File: config.mk
export PLATFORM = sky130hd
export DESIGN_NAME = insn_word_decode_timing
export DESIGN_NICKNAME = d
export VERILOG_FILES = /design/src/insn_decode_pkg.sv /design/src/quarter_phase_gen.sv /design/src/insn_field_split.sv /design/src/insn_word_decode_timing.sv
export SDC_FILE = /design/constraint.sdc
export NUM_CORES = 1
export LEC_CHECK = 0
export ABC_CLOCK_PERIOD_IN_PS = 5400
export BUFFER_PORTS_ARGS = -buffer_cell sky130_fd_sc_hd__buf_2
export CORE_MARGIN = 2
export CORE_UTILIZATION = 45
export CTS_BUF_LIST = sky130_fd_sc_hd__clkbuf_4 sky130_fd_sc_hd__clkbuf_8 sky130_fd_sc_hd__clkbuf_16
export DETAILED_ROUTE_END_ITERATION = 7
export PLACE_DENSITY = 0.69
export REMOVE_ABC_BUFFERS = 1
export SLEW_MARGIN = 20
export SYNTH_ARGS = -nofsm -noshare
export SYNTH_HDL_FRONTEND = slang
export SYNTH_HIERARCHICAL = 1
export SYNTH_SLANG_ARGS = --single-unit
File: constraint.sdc
create_clock -name clk_in -period 5.4 [get_ports clk_in]
set_input_delay 0.27 -clock clk_in [delete_from_list [all_inputs] [get_ports clk_in]]
set_output_delay 0.27 -clock clk_in [all_outputs]
set_load 0.02 [all_outputs]
File: src/insn_decode_pkg.sv
// package: instruction word layout, classes, patterns and timing constants
package insn_decode_pkg;
    localparam int WORD_W = 14;
    localparam int FILE_W = 7;
    localparam int BITN_W = 3;
    localparam int LIT8_W = 8;
    localparam int LIT11_W = 11;
    localparam int LIT7_W = 7;
    localparam int LIT5_W = 5;
    localparam int MODE_W = 2;
    localparam int DEST_POS = 7;
    localparam int BITN_LSB = 7;
    localparam int PTR_POS = 2;
    localparam int QUARTERS = 4;
    localparam int OSC_KHZ = 40000;
    localparam int INSN_KHZ = OSC_KHZ / QUARTERS;
    localparam logic [1:0] PH_Q1 = 2'h0;
    localparam logic [1:0] PH_Q2 = 2'h1;
    localparam logic [1:0] PH_Q4 = 2'h3;
    localparam logic [1:0] EXTRA_NONE = 2'h0;
    localparam logic [1:0] EXTRA_ONE = 2'h1;
    localparam logic [1:0] CYC_ONE = 2'h1;
    localparam logic [FILE_W-1:0] IND_REG0 = 7'h00;
    localparam logic [FILE_W-1:0] IND_REG1 = 7'h01;
    // opcode patterns and masks; masked-out bits are don't-care
    localparam logic [13:0] M_CTL = 14'h3FFF;
    localparam logic [13:0] P_RET = 14'h0008;
    localparam logic [13:0] P_IRET = 14'h0009;
    localparam logic [13:0] P_CALL_VIA_ACCUMULATOR = 14'h000A;
    localparam logic [13:0] P_ACCBR = 14'h000B;
    localparam logic [13:0] M_IND = 14'h3FF8;
    localparam logic [13:0] P_IND = 14'h0010;
    localparam logic [13:0] M_BANK = 14'h3FE0;
    localparam logic [13:0] P_BANK = 14'h0020;
    localparam logic [13:0] M_GRP = 14'h3F80;
    localparam logic [13:0] P_GRP0 = 14'h0000;
    localparam logic [13:0] M_BYTE = 14'h3F00;
    localparam logic [13:0] P_DECSK = 14'h0B00;
    localparam logic [13:0] P_INCSK = 14'h0F00;
    localparam logic [13:0] M_TOP2 = 14'h3000;
    localparam logic [13:0] P_BYTE = 14'h0000;
    localparam logic [13:0] P_BITG = 14'h1000;
    localparam logic [13:0] M_SKB = 14'h3800;
    localparam logic [13:0] P_SKB = 14'h1800;
    localparam logic [13:0] P_CALL = 14'h2000;
    localparam logic [13:0] P_JUMP = 14'h2800;
    localparam logic [13:0] M_REL = 14'h3E00;
    localparam logic [13:0] P_REL = 14'h3200;
    localparam logic [13:0] P_PCH = 14'h3180;
    localparam logic [13:0] M_RLIT = 14'h3C00;
    localparam logic [13:0] P_RLIT = 14'h3400;
    typedef enum logic [1:0] {
        MODE_PRE_INC = 2'b00,
        MODE_PRE_DEC = 2'b01,
        MODE_POST_INC = 2'b10,
        MODE_POST_DEC = 2'b11
    } ptr_mode_t;
    typedef enum logic [3:0] {
        CL_NOP = 4'h0, CL_BYTE = 4'h1, CL_BIT_OP = 4'h2, CL_SKIP_BIT = 4'h3,
        CL_SKIP_CNT = 4'h4, CL_LITERAL = 4'h5, CL_CALL = 4'h6, CL_JUMP = 4'h7,
        CL_RETURN = 4'h8, CL_RET_LIT = 4'h9, CL_REL_BR = 4'hA, CL_ACC_BR = 4'hB,
        CL_CALL_ACC = 4'hC, CL_PC_HIGH = 4'hD, CL_BANK = 4'hE, CL_INDIRECT = 4'hF
    } insn_class_t;
    typedef struct packed {
        insn_class_t cls;
        logic [FILE_W-1:0] file_addr;
        logic dest_file;
        logic [BITN_W-1:0] bit_num;
        logic [LIT8_W-1:0] lit8;
        logic [LIT11_W-1:0] lit11;
        logic [LIT7_W-1:0] lit7;
        logic [LIT5_W-1:0] lit5;
        logic ptr_num;
        ptr_mode_t mode;
        logic names_file;
        logic indirect_ref;
    } fields_t;
    // pattern test with don't-care bits masked away
    function automatic logic word_match(input logic [13:0] w, input logic [13:0] p,
                                        input logic [13:0] m);
        word_match = ((w & m) == p);
    endfunction : word_match
endpackage : insn_decode_pkg

File: src/quarter_phase_gen.sv
// module: splits the core clock into four quarters per instruction cycle
`timescale 1ns/10ps
module quarter_phase_gen
    import insn_decode_pkg::*;
(
    input wire logic clk_in,
    input wire logic rst_b_in,
    output logic [1:0] phase_out,
    output logic cycle_end_out
);
    logic [1:0] phase_q; // current quarter
    logic [1:0] phase_d; // next quarter

    // wraps naturally after the fourth quarter
    assign phase_d = phase_q + CYC_ONE;
    assign phase_out = phase_q;
    assign cycle_end_out = (phase_q == PH_Q4);

    // quarter counter
    always_ff @(posedge clk_in or negedge rst_b_in)
    begin
        if (!rst_b_in)
        begin
            phase_q <= PH_Q1;
        end
        else
        begin
            phase_q <= phase_d;
        end
    end
endmodule : quarter_phase_gen

File: src/insn_field_split.sv
// module: splits a 14-bit word into class and operand fields
`timescale 1ns/10ps
module insn_field_split
    import insn_decode_pkg::*;
(
    input wire logic [WORD_W-1:0] word_in,
    output fields_t fields_out
);
    logic grp0; // control group, bits 13 to 7 clear
    logic byte_op; // byte-oriented file op
    logic bit_grp; // bit-oriented group
    logic file_op; // any instruction naming a file register
    insn_class_t cls; // decoded class
    logic [FILE_W-1:0] faddr; // file field

    assign grp0 = word_match(word_in, P_GRP0, M_GRP);
    assign byte_op = word_match(word_in, P_BYTE, M_TOP2) && !grp0;
    assign bit_grp = word_match(word_in, P_BITG, M_TOP2);
    assign file_op = byte_op || bit_grp;
    assign faddr = word_in[FILE_W-1:0];

    // class priority; masked bits never reach a decision
    assign cls = word_match(word_in, P_RET, M_CTL) ? CL_RETURN :
        word_match(word_in, P_IRET, M_CTL) ? CL_RETURN :
        word_match(word_in, P_CALL_VIA_ACCUMULATOR, M_CTL) ? CL_CALL_ACC :
        word_match(word_in, P_ACCBR, M_CTL) ? CL_ACC_BR :
        word_match(word_in, P_IND, M_IND) ? CL_INDIRECT :
        word_match(word_in, P_BANK, M_BANK) ? CL_BANK :
        grp0 ? CL_NOP :
        word_match(word_in, P_DECSK, M_BYTE) ? CL_SKIP_CNT :
        word_match(word_in, P_INCSK, M_BYTE) ? CL_SKIP_CNT :
        byte_op ? CL_BYTE :
        word_match(word_in, P_SKB, M_SKB) ? CL_SKIP_BIT :
        bit_grp ? CL_BIT_OP :
        word_match(word_in, P_CALL, M_SKB) ? CL_CALL :
        word_match(word_in, P_JUMP, M_SKB) ? CL_JUMP :
        word_match(word_in, P_REL, M_REL) ? CL_REL_BR :
        word_match(word_in, P_PCH, M_GRP) ? CL_PC_HIGH :
        word_match(word_in, P_RLIT, M_RLIT) ? CL_RET_LIT : CL_LITERAL;

    // operand fields from fixed places in the word; ptr_num from bit 2 or bit 0 by class
    assign fields_out.cls = cls;
    assign fields_out.file_addr = faddr;
    assign fields_out.dest_file = word_in[DEST_POS];
    assign fields_out.bit_num = word_in[BITN_LSB +: BITN_W];
    assign fields_out.lit8 = word_in[LIT8_W-1:0];
    assign fields_out.lit11 = word_in[LIT11_W-1:0];
    assign fields_out.lit7 = word_in[LIT7_W-1:0];
    assign fields_out.lit5 = word_in[LIT5_W-1:0];
    assign fields_out.ptr_num = (cls == CL_INDIRECT) ? word_in[PTR_POS] : faddr[0];
    assign fields_out.mode = ptr_mode_t'(word_in[MODE_W-1:0]);
    assign fields_out.names_file = file_op;
    assign fields_out.indirect_ref = (cls == CL_INDIRECT) ||
        (file_op && (faddr == IND_REG0 || faddr == IND_REG1));
endmodule : insn_field_split

File: src/insn_word_decode_timing.sv
// module: instruction word decoder with cycle timing and operand strobes
`timescale 1ns/10ps
module insn_word_decode_timing
    import insn_decode_pkg::*;
(
    // clock and reset
    input wire logic clk_in,
    input wire logic rst_b_in,
    // instruction feed and datapath conditions
    input wire logic [WORD_W-1:0] word_in,
    input wire logic word_valid_in,
    input wire logic skip_cond_in,
    input wire logic [1:0] ptr_prog_in,
    // decoded word and timing
    output logic word_take_out,
    output fields_t fields_out,
    output logic [1:0] phase_out,
    output logic cycle_end_out,
    output logic busy_out,
    // operand strobes
    output logic file_read_out,
    output logic file_write_out,
    output logic acc_write_out,
    output logic ptr_pre_out,
    output logic ptr_post_out,
    // execution progress
    output logic nop_cycle_out,
    output logic insn_done_out,
    output logic [1:0] insn_cycles_out
);
    // execution states
    typedef enum logic [1:0] {
        ST_IDLE = 2'b00,
        ST_FIRST = 2'b01,
        ST_EXTRA = 2'b10
    } exec_state_t;

    exec_state_t state_q; // current state
    exec_state_t state_d; // next state

    // decoded fields
    fields_t split_w; // fields of the word on the input
    fields_t fields_q; // fields of the executing word

    // cycle accounting
    logic [1:0] base_q; // extra cycles known at decode
    logic [1:0] base_d; // extra cycles from the incoming word
    logic [1:0] left_q; // extra cycles still to run
    logic [1:0] left_d; // next extra count
    logic [1:0] cycles_q; // cycles spent on this word
    logic [1:0] cycles_d; // next spent count

    // timing and decode helpers
    logic [1:0] phase_w; // quarter of the instruction cycle
    logic bound_w; // last quarter of a cycle
    logic fixed_two_w; // class that always costs two cycles
    logic skip_cls_q; // executing word is a conditional skip
    logic ind_prog_w; // indirect operand sits in program memory
    logic [1:0] first_extra_w; // extra cycles fixed at end of first cycle
    logic last_w; // this cycle ends the instruction
    logic free_w; // decoder may accept a new word
    logic take_w; // a word is taken this clock

    // result routing
    logic writes_file_w; // result returns to the file register
    logic writes_acc_w; // result goes to the accumulator
    logic in_first_w; // first cycle of execution

    // quarter generator
    quarter_phase_gen u_phase (
        .clk_in(clk_in),
        .rst_b_in(rst_b_in),
        .phase_out(phase_w),
        .cycle_end_out(bound_w)
    );

    // field splitter for the incoming word
    insn_field_split u_split (
        .word_in(word_in),
        .fields_out(split_w)
    );

    // two-cycle classes: calls, returns and program branches
    assign fixed_two_w = (split_w.cls == CL_CALL) || (split_w.cls == CL_CALL_ACC) ||
        (split_w.cls == CL_RETURN) || (split_w.cls == CL_RET_LIT) ||
        (split_w.cls == CL_JUMP) || (split_w.cls == CL_REL_BR) ||
        (split_w.cls == CL_ACC_BR);

    // program-memory pointer adds one cycle to indirect operands
    // pointer space is sampled with the word; a later
    // change does not alter this instruction's length
    assign ind_prog_w = split_w.indirect_ref && ptr_prog_in[split_w.ptr_num];

    // extra cycles known as the word is taken
    assign base_d = (fixed_two_w ? EXTRA_ONE : EXTRA_NONE) +
        (ind_prog_w ? EXTRA_ONE : EXTRA_NONE);

    // a taken skip adds its discard cycle
    // the condition counts only in the last quarter,
    // so a late datapath result is still honoured
    assign first_extra_w = base_q + ((skip_cls_q && skip_cond_in) ? EXTRA_ONE : EXTRA_NONE);

    // end of instruction and acceptance of the next word
    assign in_first_w = (state_q == ST_FIRST);
    assign last_w = bound_w && ((in_first_w && first_extra_w == EXTRA_NONE) ||
        (state_q == ST_EXTRA && left_q == EXTRA_ONE));
    // a free decoder takes only on a boundary
    assign free_w = bound_w && ((state_q == ST_IDLE) || last_w);
    // a take needs a valid word as well
    assign take_w = free_w && word_valid_in;

    // where the result of the executing word goes
    // skip-count words store like byte ops
    assign writes_file_w = (fields_q.cls == CL_BIT_OP) ||
        ((fields_q.cls == CL_BYTE || fields_q.cls == CL_SKIP_CNT) && fields_q.dest_file);
    assign writes_acc_w = ((fields_q.cls == CL_BYTE || fields_q.cls == CL_SKIP_CNT) &&
        !fields_q.dest_file) || (fields_q.cls == CL_LITERAL) || (fields_q.cls == CL_RET_LIT);

    // next state and counters
    always_comb
    begin
        // hold by default
        state_d = state_q;
        left_d = left_q;
        cycles_d = cycles_q;
        if (take_w)
        begin
            // new word starts its first cycle
            state_d = ST_FIRST;
            left_d = EXTRA_NONE;
            cycles_d = CYC_ONE;
        end
        else if (last_w || (free_w && state_q == ST_IDLE))
        begin
            // nothing to take, fall idle
            state_d = ST_IDLE;
            left_d = EXTRA_NONE;
        end
        else if (bound_w && in_first_w)
        begin
            // extra cycles follow the first
            state_d = ST_EXTRA;
            left_d = first_extra_w;
            cycles_d = cycles_q + CYC_ONE;
        end
        else if (bound_w && state_q == ST_EXTRA)
        begin
            // one more extra cycle spent
            left_d = left_q - EXTRA_ONE;
            cycles_d = cycles_q + CYC_ONE;
        end
    end

    // state register
    always_ff @(posedge clk_in or negedge rst_b_in)
    begin
        if (!rst_b_in)
        begin
            // idle with no cycles spent
            state_q <= ST_IDLE;
            left_q <= EXTRA_NONE;
            cycles_q <= EXTRA_NONE;
        end
        else
        begin
            // advance on every clock
            state_q <= state_d;
            left_q <= left_d;
            cycles_q <= cycles_d;
        end
    end

    // decoded word held for the whole execution
    always_ff @(posedge clk_in or negedge rst_b_in)
    begin
        if (!rst_b_in)
        begin
            // no word held
            fields_q <= '0;
            base_q <= EXTRA_NONE;
            skip_cls_q <= 1'b0;
        end
        else if (take_w)
        begin
            // latch the taken word
            fields_q <= split_w;
            base_q <= base_d;
            skip_cls_q <= (split_w.cls == CL_SKIP_BIT) || (split_w.cls == CL_SKIP_CNT);
        end
    end

    // outputs
    assign word_take_out = take_w;
    assign fields_out = fields_q;
    assign phase_out = phase_w;
    assign cycle_end_out = bound_w;
    assign busy_out = (state_q != ST_IDLE);

    // operand strobes, first cycle only
    // read in the second quarter, even for write-only operations
    assign file_read_out = in_first_w && phase_w == PH_Q2 && fields_q.names_file;
    // store in the last quarter, after the read
    assign file_write_out = in_first_w && bound_w && writes_file_w;
    assign acc_write_out = in_first_w && bound_w && writes_acc_w;
    // pointer update before or after the access
    assign ptr_pre_out = in_first_w && phase_w == PH_Q1 &&
        fields_q.cls == CL_INDIRECT && !fields_q.mode[1];
    assign ptr_post_out = in_first_w && bound_w &&
        fields_q.cls == CL_INDIRECT && fields_q.mode[1];

    // extra cycles run as no-ops that drop the fetched word
    assign nop_cycle_out = (state_q == ST_EXTRA);
    assign insn_done_out = last_w;
    assign insn_cycles_out = cycles_q;

    // helper views of the incoming word
    logic [FILE_W-1:0] word_file_w; // file field of the input word
    logic [LIT11_W-1:0] word_lit11_w; // long literal of the input word
    logic plain_one_w; // one-cycle class with no extra
    assign word_file_w = word_in[FILE_W-1:0];
    assign word_lit11_w = word_in[LIT11_W-1:0];
    assign plain_one_w = (split_w.cls == CL_BYTE || split_w.cls == CL_LITERAL) && !ind_prog_w;
endmodule : insn_word_decode_timing

==> results of run 1 <==
==> worst paths after layout <==
path                                  start              to  slack (ns)  cells past startpoint
worst max register to register   skip_cls_q  fields_out[28]        2.63                      7
min in group clk_in             word_in[10]  fields_out[27]        0.22                      2
worst min register to register   skip_cls_q      skip_cls_q        0.49                      1
max in group asynchronous          rst_b_in  fields_out[24]        4.80                      2
worst max-delay path             skip_cls_q   word_take_out        2.28                      8
worst min-delay path               rst_b_in  fields_out[32]        0.08                      2
==> synth_stat cells, types with 2 or more instances <==
master and count:
nand3b_1 2, mux2_1 34, dfrtp_1 62, nand2b_1 4, a221o_1 2, xor2_1 2
o32ai_1 2, o22ai_1 3, ha_1 4, inv_1 10, nand2_1 11, nor3_1 4
mux2i_1 3, a31oi_1 4, nand4_1 2, clkbuf_1 2, buf_4 46, buf_2 3
o21ai_0 5, nor2_1 13, buf_6 3, nor2b_1 5, mux2_4 21, o31ai_1 2
a21oi_1 6
==> sequential cells by signal, indices dropped and copies added (netlist names) <==
| name | cells |
|---|---|
| base_q | 2 |
| left_q | 2 |
| insn_cycles_out | 2 |
| skip_cls_q | 1 |
| fields_out | 51 |
| state_q | 2 |
| u_phase/phase_out | 2 |
==> worst max-delay path, stage by stage, from the launching register on <==
cell     delay, ns
dfrtp_1       0.37
and2_1        0.15
ha_1          0.18
xor2_1        0.36
o22ai_2       0.16
nand2_2       0.48
buf_4         0.55
inv_1         0.07
buf_2         0.17
==> stage by stage <==
step / area (um^2) / util, % / cells / hold WS [ns] / worst slack [ns]
floorplan: 2940 / - / 224 / -0.0256 / 2.07
global placement: 3500 / 48.6 / 409 / 0.469 / 2.68
detailed placement: 3500 / 48.6 / 409 / 0.475 / 2.60
CTS: 3720 / 51.6 / 425 / 0.0988 / 2.23
global route: 3720 / 51.6 / 425 / 0.140 / 2.07
finish: 3720 / 51.6 / 425 / 0.0841 / 2.28
==> per-layer routing <==
layer	track usage, %	up-vias	share of wire [%]
met5	0	-	0
met4	7.69	0	1.7
met3	4.27	8	6.1
met2	25.8	69	47
met1	20.5	1047	46
li1	-	1013	-
==> cell type report <==
| type | instances | area [um^2] | share of cell area [%] |
|---|---|---|---|
| clock inverters | 7 | 97.6 | 2.62 |
| well taps | 99 | 124 | 3.33 |
| multi-input cells | 152 | 1360 | 36.4 |
| repair buffers | 86 | 435 | 11.7 |
| clock buffers | 9 | 124 | 3.33 |
| flip-flops and latches | 62 | 1550 | 41.7 |
| inverters | 10 | 37.5 | 1.01 |
==> cell families (layout without fill, tap and decap cells) <==
group / after synthesis / in the layout
mux: 58 / 58
simple gates: 58 / 58
compound gates: 30 / 30
buf+inv: 64 / 112
flops: 62 / 62
fa+ha+maj: 4 / 4
xor+xnor: 2 / 2
==> power by group <==
group / switching (W) / internal, W / total (W)
clock: 0.000188 / 0.000261 / 0.000449
sequential: 0.000160 / 0.000680 / 0.000840
combinational: 0.000465 / 0.000364 / 0.000829
==> flow_metrics.tcl, run 1 <==
set metrics [dict create \
    finalCriticalPeriod_ns 3.12 \
    grt_first_pass_wirelength_mm 10.5 \
    drt_iter0_drc 64 \
    ys_top_cells_by_area "dfrtp_1 (46%), mux2_1 (11%), buf_4 (10%)" \
    required_ns 5.13 \
    synth_compound_area_share_pct 6.03 \
    ir_worst_vdd_mv 0.299 \
    timing.setup.tns_ns 0 \
    rsz0062_at_grt "no" \
    cp-end-kind "output port" \
    wl_mm 6.26 \
    synth_top_family_by_area "multiplexers" \
    gp_congestion 0.694 \
    crit_type "reg -> out" \
    max_clock_freq_mhz 320 \
    fill_cells 680 \
    synth_area_leader_cell "dfrtp_1" \
    synth.ff_latch_count 62 \
    synth_xor_area_share_pct 0.524 \
    yosys.area.top_type_share_pct 46.4 \
    die_width_um 90.2 \
    drv_cap 0 \
    skew_ns 0.00945 \
    drc 0 \
    synth-simple-area-share_pct 10.6 \
    drtPass1Iterations 5 \
    dp_hpwl_mm 4.37 \
    grt_max_degree 63 \
    hold_viol 0 \
    dr_total_vias 2137 \
    tightestPinTransition_ns 0.770 \
    cp.arrival_ns 2.85 \
    die_y_um 90.2 \
    root_buffer "clkbuf_8" \
    die-area_um2 8140 \
    num_antenna_cells 0 \
    p_total_w 0.00212 \
    leakagePower_nw 1.85 \
    syn_inst 278 \
    syn-mean-instance-area_um2 12.0 \
    antenna_found_initial 0 \
    final_common_cell "buf_2" \
    clkLatencyLatePin_ns 0.34 \
    first_global_vias 2179 \
    cts_num_sinks 62 \
    ys_warn_count 6 \
    portBuffers 84 \
    drive_gt1_share_pct 41.1 \
    clock_tree.buffer_depth 2 \
    start_kind "flop" \
    final_cell_mix "buf_2 (84), dfrtp_1 (62), mux2_1 (34)" \
    syn_area_um2 3340 \
    synth_fa_ha_area_share_pct 1.50 \
    min_path_type "in -> async" \
    cts_buffers 9 \
    rows 31 \
    postCtsHoldBufs 0 \
    io_pins 85 \
    finalCritPeriodShare_pct 57.9 \
    groute.usage.overall_pct 16.2 \
    wl_per_cell_um 14.7 \
    core-area_um2 7210 \
    clk_pin_slew_worst_paths_ns 0.08 \
    maxSlewViolCount 0 \
    cts_resized 0 \
    final_nets 345 \
    h-tree-depth 3 \
    synth.area.mux_share_pct 21.8 \
    critPathMaxFanout 35 \
    p_per_area_nw_per_um2 569 \
    cts_tree "done" \
    ant_nets 0 \
    synth-edff-count 0 \
    area_delta_synth_final_pct 11.4 \
    relSlewSlack_pct 48.7 \
    start_util_pct 46.3 \
    grt_overflow 0 \
    cts_setup_buffers 0 \
    setup_violations 0 \
    status "finished, final reports clean" \
    seq_area_frac_synth_pct 46.4 \
    async_reset_ff_share_pct 100 \
    vias_per_cell 5.03 \
    yosysUniqueCellTypes 48 \
    ys.flop_type "dfrtp_1" \
]
Note: power is estimated with default switching activity, not from simulation.
==> run 2, diff against run 1 <==
Settings changed: ABC_CLOCK_PERIOD_IN_PS 5400 to 2700, PLACE_DENSITY 0.69 to 0.72.
Clock period 5.4 ns to 2.7 ns, I/O delays scaled along.
==> flow_metrics.tcl, run 2 (synthesized netlist as in run 1, its figures left out) <==
set metrics [dict create \
    status "finished, final reports clean" \
    drc 0 \
    drv_cap 0 \
    clk_pin_slew_worst_paths_ns 0.07 \
    largest_reg_flops 51 \
    cpPeakStageDelay_ns 0.38 \
    whs_endpoint "fields_out[27]" \
    cp_slowest_cell "dfrtp_1" \
    grt_max_degree 63 \
    ir_worst_vdd_mv 0.591 \
    cp.arrival_ns 2.39 \
    final_nets 347 \
    clkPwrFrac_pct 18.0 \
    groute.usage.overall_pct 16.5 \
    p_per_area_nw_per_um2 1090 \
    switchingPower_w 0.00157 \
    rsz0062_at_grt "no" \
    timing.setup.tns_ns 0 \
    fill_cells 652 \
    grt_first_pass_wirelength_mm 10.7 \
    h-tree-depth 3 \
    crit_type "reg -> out" \
    drive_gt1_share_pct 41.1 \
    start_kind "flop" \
    die_width_um 90.2 \
    reg2reg_to "fields_out[2]" \
    leakagePower_nw 1.87 \
    worstReg2RegStart "skip_cls_q" \
    rows 31 \
    min_path_type "in -> reg" \
    cts_tree "done" \
    clock_tree.buffer_depth 2 \
    cts_setup_buffers 0 \
    setup_violations 0 \
    drt_iter0_drc 99 \
    antenna_found_initial 0 \
    r2r_setup_slack_ns 0.40 \
    area_delta_synth_final_pct 12.0 \
    final_common_cell "buf_2" \
    dr_total_vias 2127 \
    wl_per_cell_um 14.8 \
    first_global_vias 2147 \
    num_antenna_cells 0 \
    fin_util_pct 51.9 \
    p_total_w 0.00407 \
    cts_buffers 9 \
    internal_power_w 0.00250 \
    whs_path_depth 2 \
    tightestPinTransition_ns 0.602 \
    io_pins 85 \
    relSlewSlack_pct 59.7 \
    finalCriticalPeriod_ns 2.52 \
    cts_num_sinks 62 \
    maxSlewViolCount 0 \
    portBuffers 84 \
    cp-end-kind "output port" \
    ant_nets 0 \
    max_clock_freq_mhz 396 \
    ff2ff_path_depth 7 \
    clkLatencyLatePin_ns 0.33 \
    core-area_um2 7210 \
    dp_hpwl_mm 4.39 \
    path_cells "and2_1 > ha_1 > nand4bb_2 > o22ai_2 > nand2_2 > buf_12 > inv_1 > buf_2" \
    grt_overflow 0 \
    start_util_pct 46.3 \
    die-area_um2 8140 \
    skew_ns 0.00825 \
    swShare_pct 38.5 \
    required_ns 2.57 \
    hold_viol 0 \
    vias_per_cell 5.00 \
    critPathMaxFanout 30 \
    power_frac_comb_pct 41.0 \
    final_cell_mix "buf_2 (84), dfrtp_1 (62), mux2_1 (34)" \
    p_seq_share_pct 41.0 \
    wl_mm 6.30 \
    min_from "word_in[10]" \
    root_buffer "clkbuf_8" \
    die_y_um 90.2 \
    gp_congestion 0.746 \
    finalCritPeriodShare_pct 93.4 \
    drtPass1Iterations 4 \
]
## run 2: worst max path at each step
stage	cells after the start	from	to	slack (ns)
final	8	skip_cls_q	word_take_out	0.18
after global routing	8	skip_cls_q	word_take_out	0.02
after CTS	8	skip_cls_q	word_take_out	0.14
after detailed placement	10	word_in[5]	base_q[0]	0.36
after global placement	9	word_in[5]	base_q[0]	0.41
after floorplan	5	u_phase/phase_out[0]	base_q[0]	-0.63
## run 2: area by class of cell
| class | count | area, um^2 | share of cell area, % |
|---|---|---|---|
| clock buffer | 13 | 173 | 4.61 |
| clock inverter | 1 | 5.00 | 0.134 |
| inverter | 10 | 37.5 | 1.00 |
| multi-input combinational | 152 | 1360 | 36.4 |
| sequential | 62 | 1550 | 41.4 |
| tap | 99 | 124 | 3.31 |
| timing repair buffer | 88 | 490 | 13.1 |
## run 2: metal layers
| metal | GRT usage, % | routed length [um] |
|---|---|---|
| met1 | 22.5 | 2910 |
| met3 | 6.54 | 443 |
| met5 | 0 | 0 |
| met2 | 23.8 | 2880 |
| met4 | 5.64 | 70 |
## run 2: power by group through the flow
stage          logic, W  clock network (W)  registers (W)
2_1_floorplan  0.000602                  0        0.00214
3_3_place_gp    0.00164                  0        0.00167
3_5_place_dp    0.00169                  0        0.00167
4_1_cts         0.00169           0.000754        0.00167
5_1_grt         0.00180           0.000801        0.00174
6_report        0.00167           0.000732        0.00167
## run 2: per-stage QoR
step / cells / hold WS, ns / cell area [um^2] / worst slack [ns]
3_5_place_dp: 410 / 0.171 / 3550 / 0.364
5_1_grt: 425 / 0.0934 / 3740 / 0.0248
6_report: 425 / 0.0950 / 3740 / 0.178
3_3_place_gp: 410 / 0.169 / 3550 / 0.412
4_1_cts: 425 / 0.0734 / 3740 / 0.137
2_1_floorplan: 224 / -0.161 / 2940 / -0.635
## run 2: what timing repair did
item	4_1_cts	5_1_grt
endpoints found under the hold margin	62	0
hold buffers	1	0
setup endpoints to repair	0	1
resized for setup	0	1
## run 2: worst max-delay path, delay by kind of cell (launching register included)
| family | cells | cell delay, ns |
|---|---|---|
| AOI/OAI and AO/OA | 1 | 0.22 |
| adders and majority gates | 1 | 0.29 |
| buffers and inverters | 3 | 0.46 |
| DFF | 1 | 0.38 |
| and+or+nand+nor | 3 | 0.69 |
==> run 3, diff against run 2 <==
Settings changed: ABC_AREA set to 1, SLEW_MARGIN 20 to not set.
==> flow_metrics.tcl, run 3 <==
set metrics [dict create \
    status "finished, final reports clean" \
    first_global_vias 2523 \
    ant_nets 0 \
    p_per_area_nw_per_um2 1040 \
    ys.flop_type "dfrtp_1" \
    drc 0 \
    final_common_cell "nand2_1" \
    fin_util_pct 51.0 \
    h-tree-depth 3 \
    rows 31 \
    grt_overflow 0 \
    start_kind "flop" \
    syn-mean-instance-area_um2 7.86 \
    die_width_um 90.2 \
    cts_num_sinks 62 \
    drv_cap 0 \
    yosys.area.top_type_share_pct 46.4 \
    cpPeakStageDelay_ns 0.41 \
    setup_violations 0 \
    leakagePower_nw 2.12 \
    async_reset_ff_share_pct 100 \
    finalInstanceArea_um2 3680 \
    num_antenna_cells 0 \
    groute.usage.overall_pct 17.4 \
    ys_top_cells_by_area "dfrtp_1 (46%), nand2_1 (21%), buf_4 (10%)" \
    fill_cells 723 \
    finalCritPeriodShare_pct 89.5 \
    largest_reg_flops 51 \
    antenna_found_initial 0 \
    relSlewSlack_pct 47.8 \
    wl_mm 6.87 \
    area_delta_synth_final_pct 10.0 \
    synth_area_leader_cell "dfrtp_1" \
    start_util_pct 46.3 \
    final_cell_count_no_fill 571 \
    vias_per_cell 4.70 \
    hold_viol 0 \
    dp_hpwl_mm 4.76 \
    grt_first_pass_wirelength_mm 11.5 \
    ir_worst_vdd_mv 0.450 \
    skew_ns 0.00553 \
    cts_tree "done" \
    wl_per_cell_um 12.0 \
    maxSlewViolCount 0 \
    clock_tree.buffer_depth 2 \
    portBuffers 84 \
    tightestPinTransition_ns 0.784 \
    drtPass1Iterations 4 \
    worst-path-buf-inv 2 \
    yosysMostFrequentCell "nand2_1" \
    drive_gt1_share_pct 24.4 \
    die_y_um 90.2 \
    cp-end-kind "output port" \
    placed_cell_area_um2 3480 \
    synth_common_cells "nand2_1 (190), dfrtp_1 (62), buf_4 (45)" \
    synth-edff-count 0 \
    die-area_um2 8130 \
    crit_family "buffers and inverters" \
    grt_max_degree 63 \
    critPathMaxFanout 51 \
    ys_warn_count 6 \
    timing.setup.tns_ns 0 \
    yosysUniqueCellTypes 34 \
    clkLatencyLatePin_ns 0.34 \
    required_ns 2.57 \
    crit_type "reg -> out" \
    dr_total_vias 2685 \
    final_nets 491 \
    cp.arrival_ns 2.28 \
    max_clock_freq_mhz 414 \
    cts_setup_buffers 0 \
    clk_pin_slew_worst_paths_ns 0.07 \
    hold_slack_ns 0.0659 \
    path_cells "ha_1 > nand3_4 > nor2_2 > nand2_1 > nand3_2 > nand2_4 > inv_4 > buf_2" \
    cts_buffers 9 \
    root_buffer "clkbuf_8" \
    gp_congestion 0.869 \
    seq_area_frac_synth_pct 46.4 \
    core-area_um2 7210 \
    syn_inst 425 \
    finalCriticalPeriod_ns 2.42 \
    dp.cells 554 \
    min_path_type "in -> reg" \
    rsz0062_at_grt "no" \
    synth.ff_latch_count 62 \
    final_cell_mix "nand2_1 (190), buf_2 (84), dfrtp_1 (62)" \
    drt_iter0_drc 161 \
    cp_slowest_cell "dfrtp_1" \
    io_pins 85 \
    syn_area_um2 3340 \
]
==> run 3: cell types whose count changed in the layout (fill, tap and decap cells not counted), moves of 6 or more <==
| cell | previous run | this run |
|---|---|---|
| inv_1 | 10 | 27 |
| nor2_1 | 13 | 19 |
| nand3_1 | 1 | 12 |
| nand2_1 | 10 | 190 |
| mux2_1 | 34 | 0 |
| mux2_4 | 21 | 0 |
| o21ai_1 | 1 | 7 |
==> run 3: stage by stage <==
stage	setup WS (ns)	power (W)
floorplan	0.456	0.00253
finish	0.283	0.00384
CTS	0.266	0.00389
global route	0.112	0.00411
detailed placement	0.650	0.00311
global placement	0.715	0.00308
==> run 3: area by class of cell <==
cell class / instances / area (um^2) / area share (%)
clock buffers: 13 / 173 / 4.70
clock inverters: 3 / 17.5 / 0.476
inverters: 30 / 115 / 3.13
multi-input cells: 277 / 1250 / 34.0
flip-flops and latches: 62 / 1550 / 42.2
well taps: 99 / 124 / 3.37
repair buffers: 87 / 445 / 12.1
==> run 3: where the power goes <==
part / internal [W] / switching [W]
logic: 0.000515 / 0.000962
clock network: 0.000415 / 0.000343
registers: 0.00133 / 0.000271
total: 0.00226 / 0.00158
==> run 3: repair_timing <==
item                                   4_1_cts  5_1_grt
resized for setup                            0        0
hold buffers                                 1        0
setup endpoints to repair                    0        0
endpoints found under the hold margin       53        0
==> run 3: path summary, 6_finish.rpt <==
kind / startpoint / to / slack, ns / depth (start not counted)
setup / recovery: u_phase/phase_out[0] / word_take_out / 0.28 / 8
hold / removal: word_in[10] / fields_out[27] / 0.07 / 3
setup reg to reg: u_phase/phase_out[0] / fields_out[49] / 0.64 / 9
hold reg to reg: fields_out[29] / fields_out[29] / 0.47 / 2
max in group asynchronous: rst_b_in / fields_out[14] / 1.67 / 3
min in group asynchronous: rst_b_in / fields_out[34] / 0.48 / 3
==> run 3: logic make-up (layout without fill, tap and decap cells) <==
logic type	Yosys count	after routing	share of synthesized area, %
AO/OA/AOI/OAI	24	24	4.04
XOR/XNOR	4	4	1.05
adder cells (fa/ha/maj)	4	4	1.50
buffers and inverters	86	133	16.1
flip-flops	62	62	46.4
AND/OR/NAND/NOR	245	245	30.9
==> run 3: worst register-to-register path: stages, from the launching register on <==
cell	delay, ns
dfrtp_1	0.42
ha_1	0.29
nand3_4	0.16
nor2_2	0.05
nand2_1	0.09
nand3_2	0.13
nand2_4	0.14
buf_4	0.47
nand2_1	0.14
o21ai_1	0.09
==> run 3: layer usage <==
metal	vias up	track usage (%)	wire, um	share of wire (%)
met1	1239	23.4	3250	47
met2	72	26.8	3090	45
met5	-	0	0	0
met4	0	7.69	121	1.8
li1	1363	-	-	-
met3	11	4.11	407	5.9
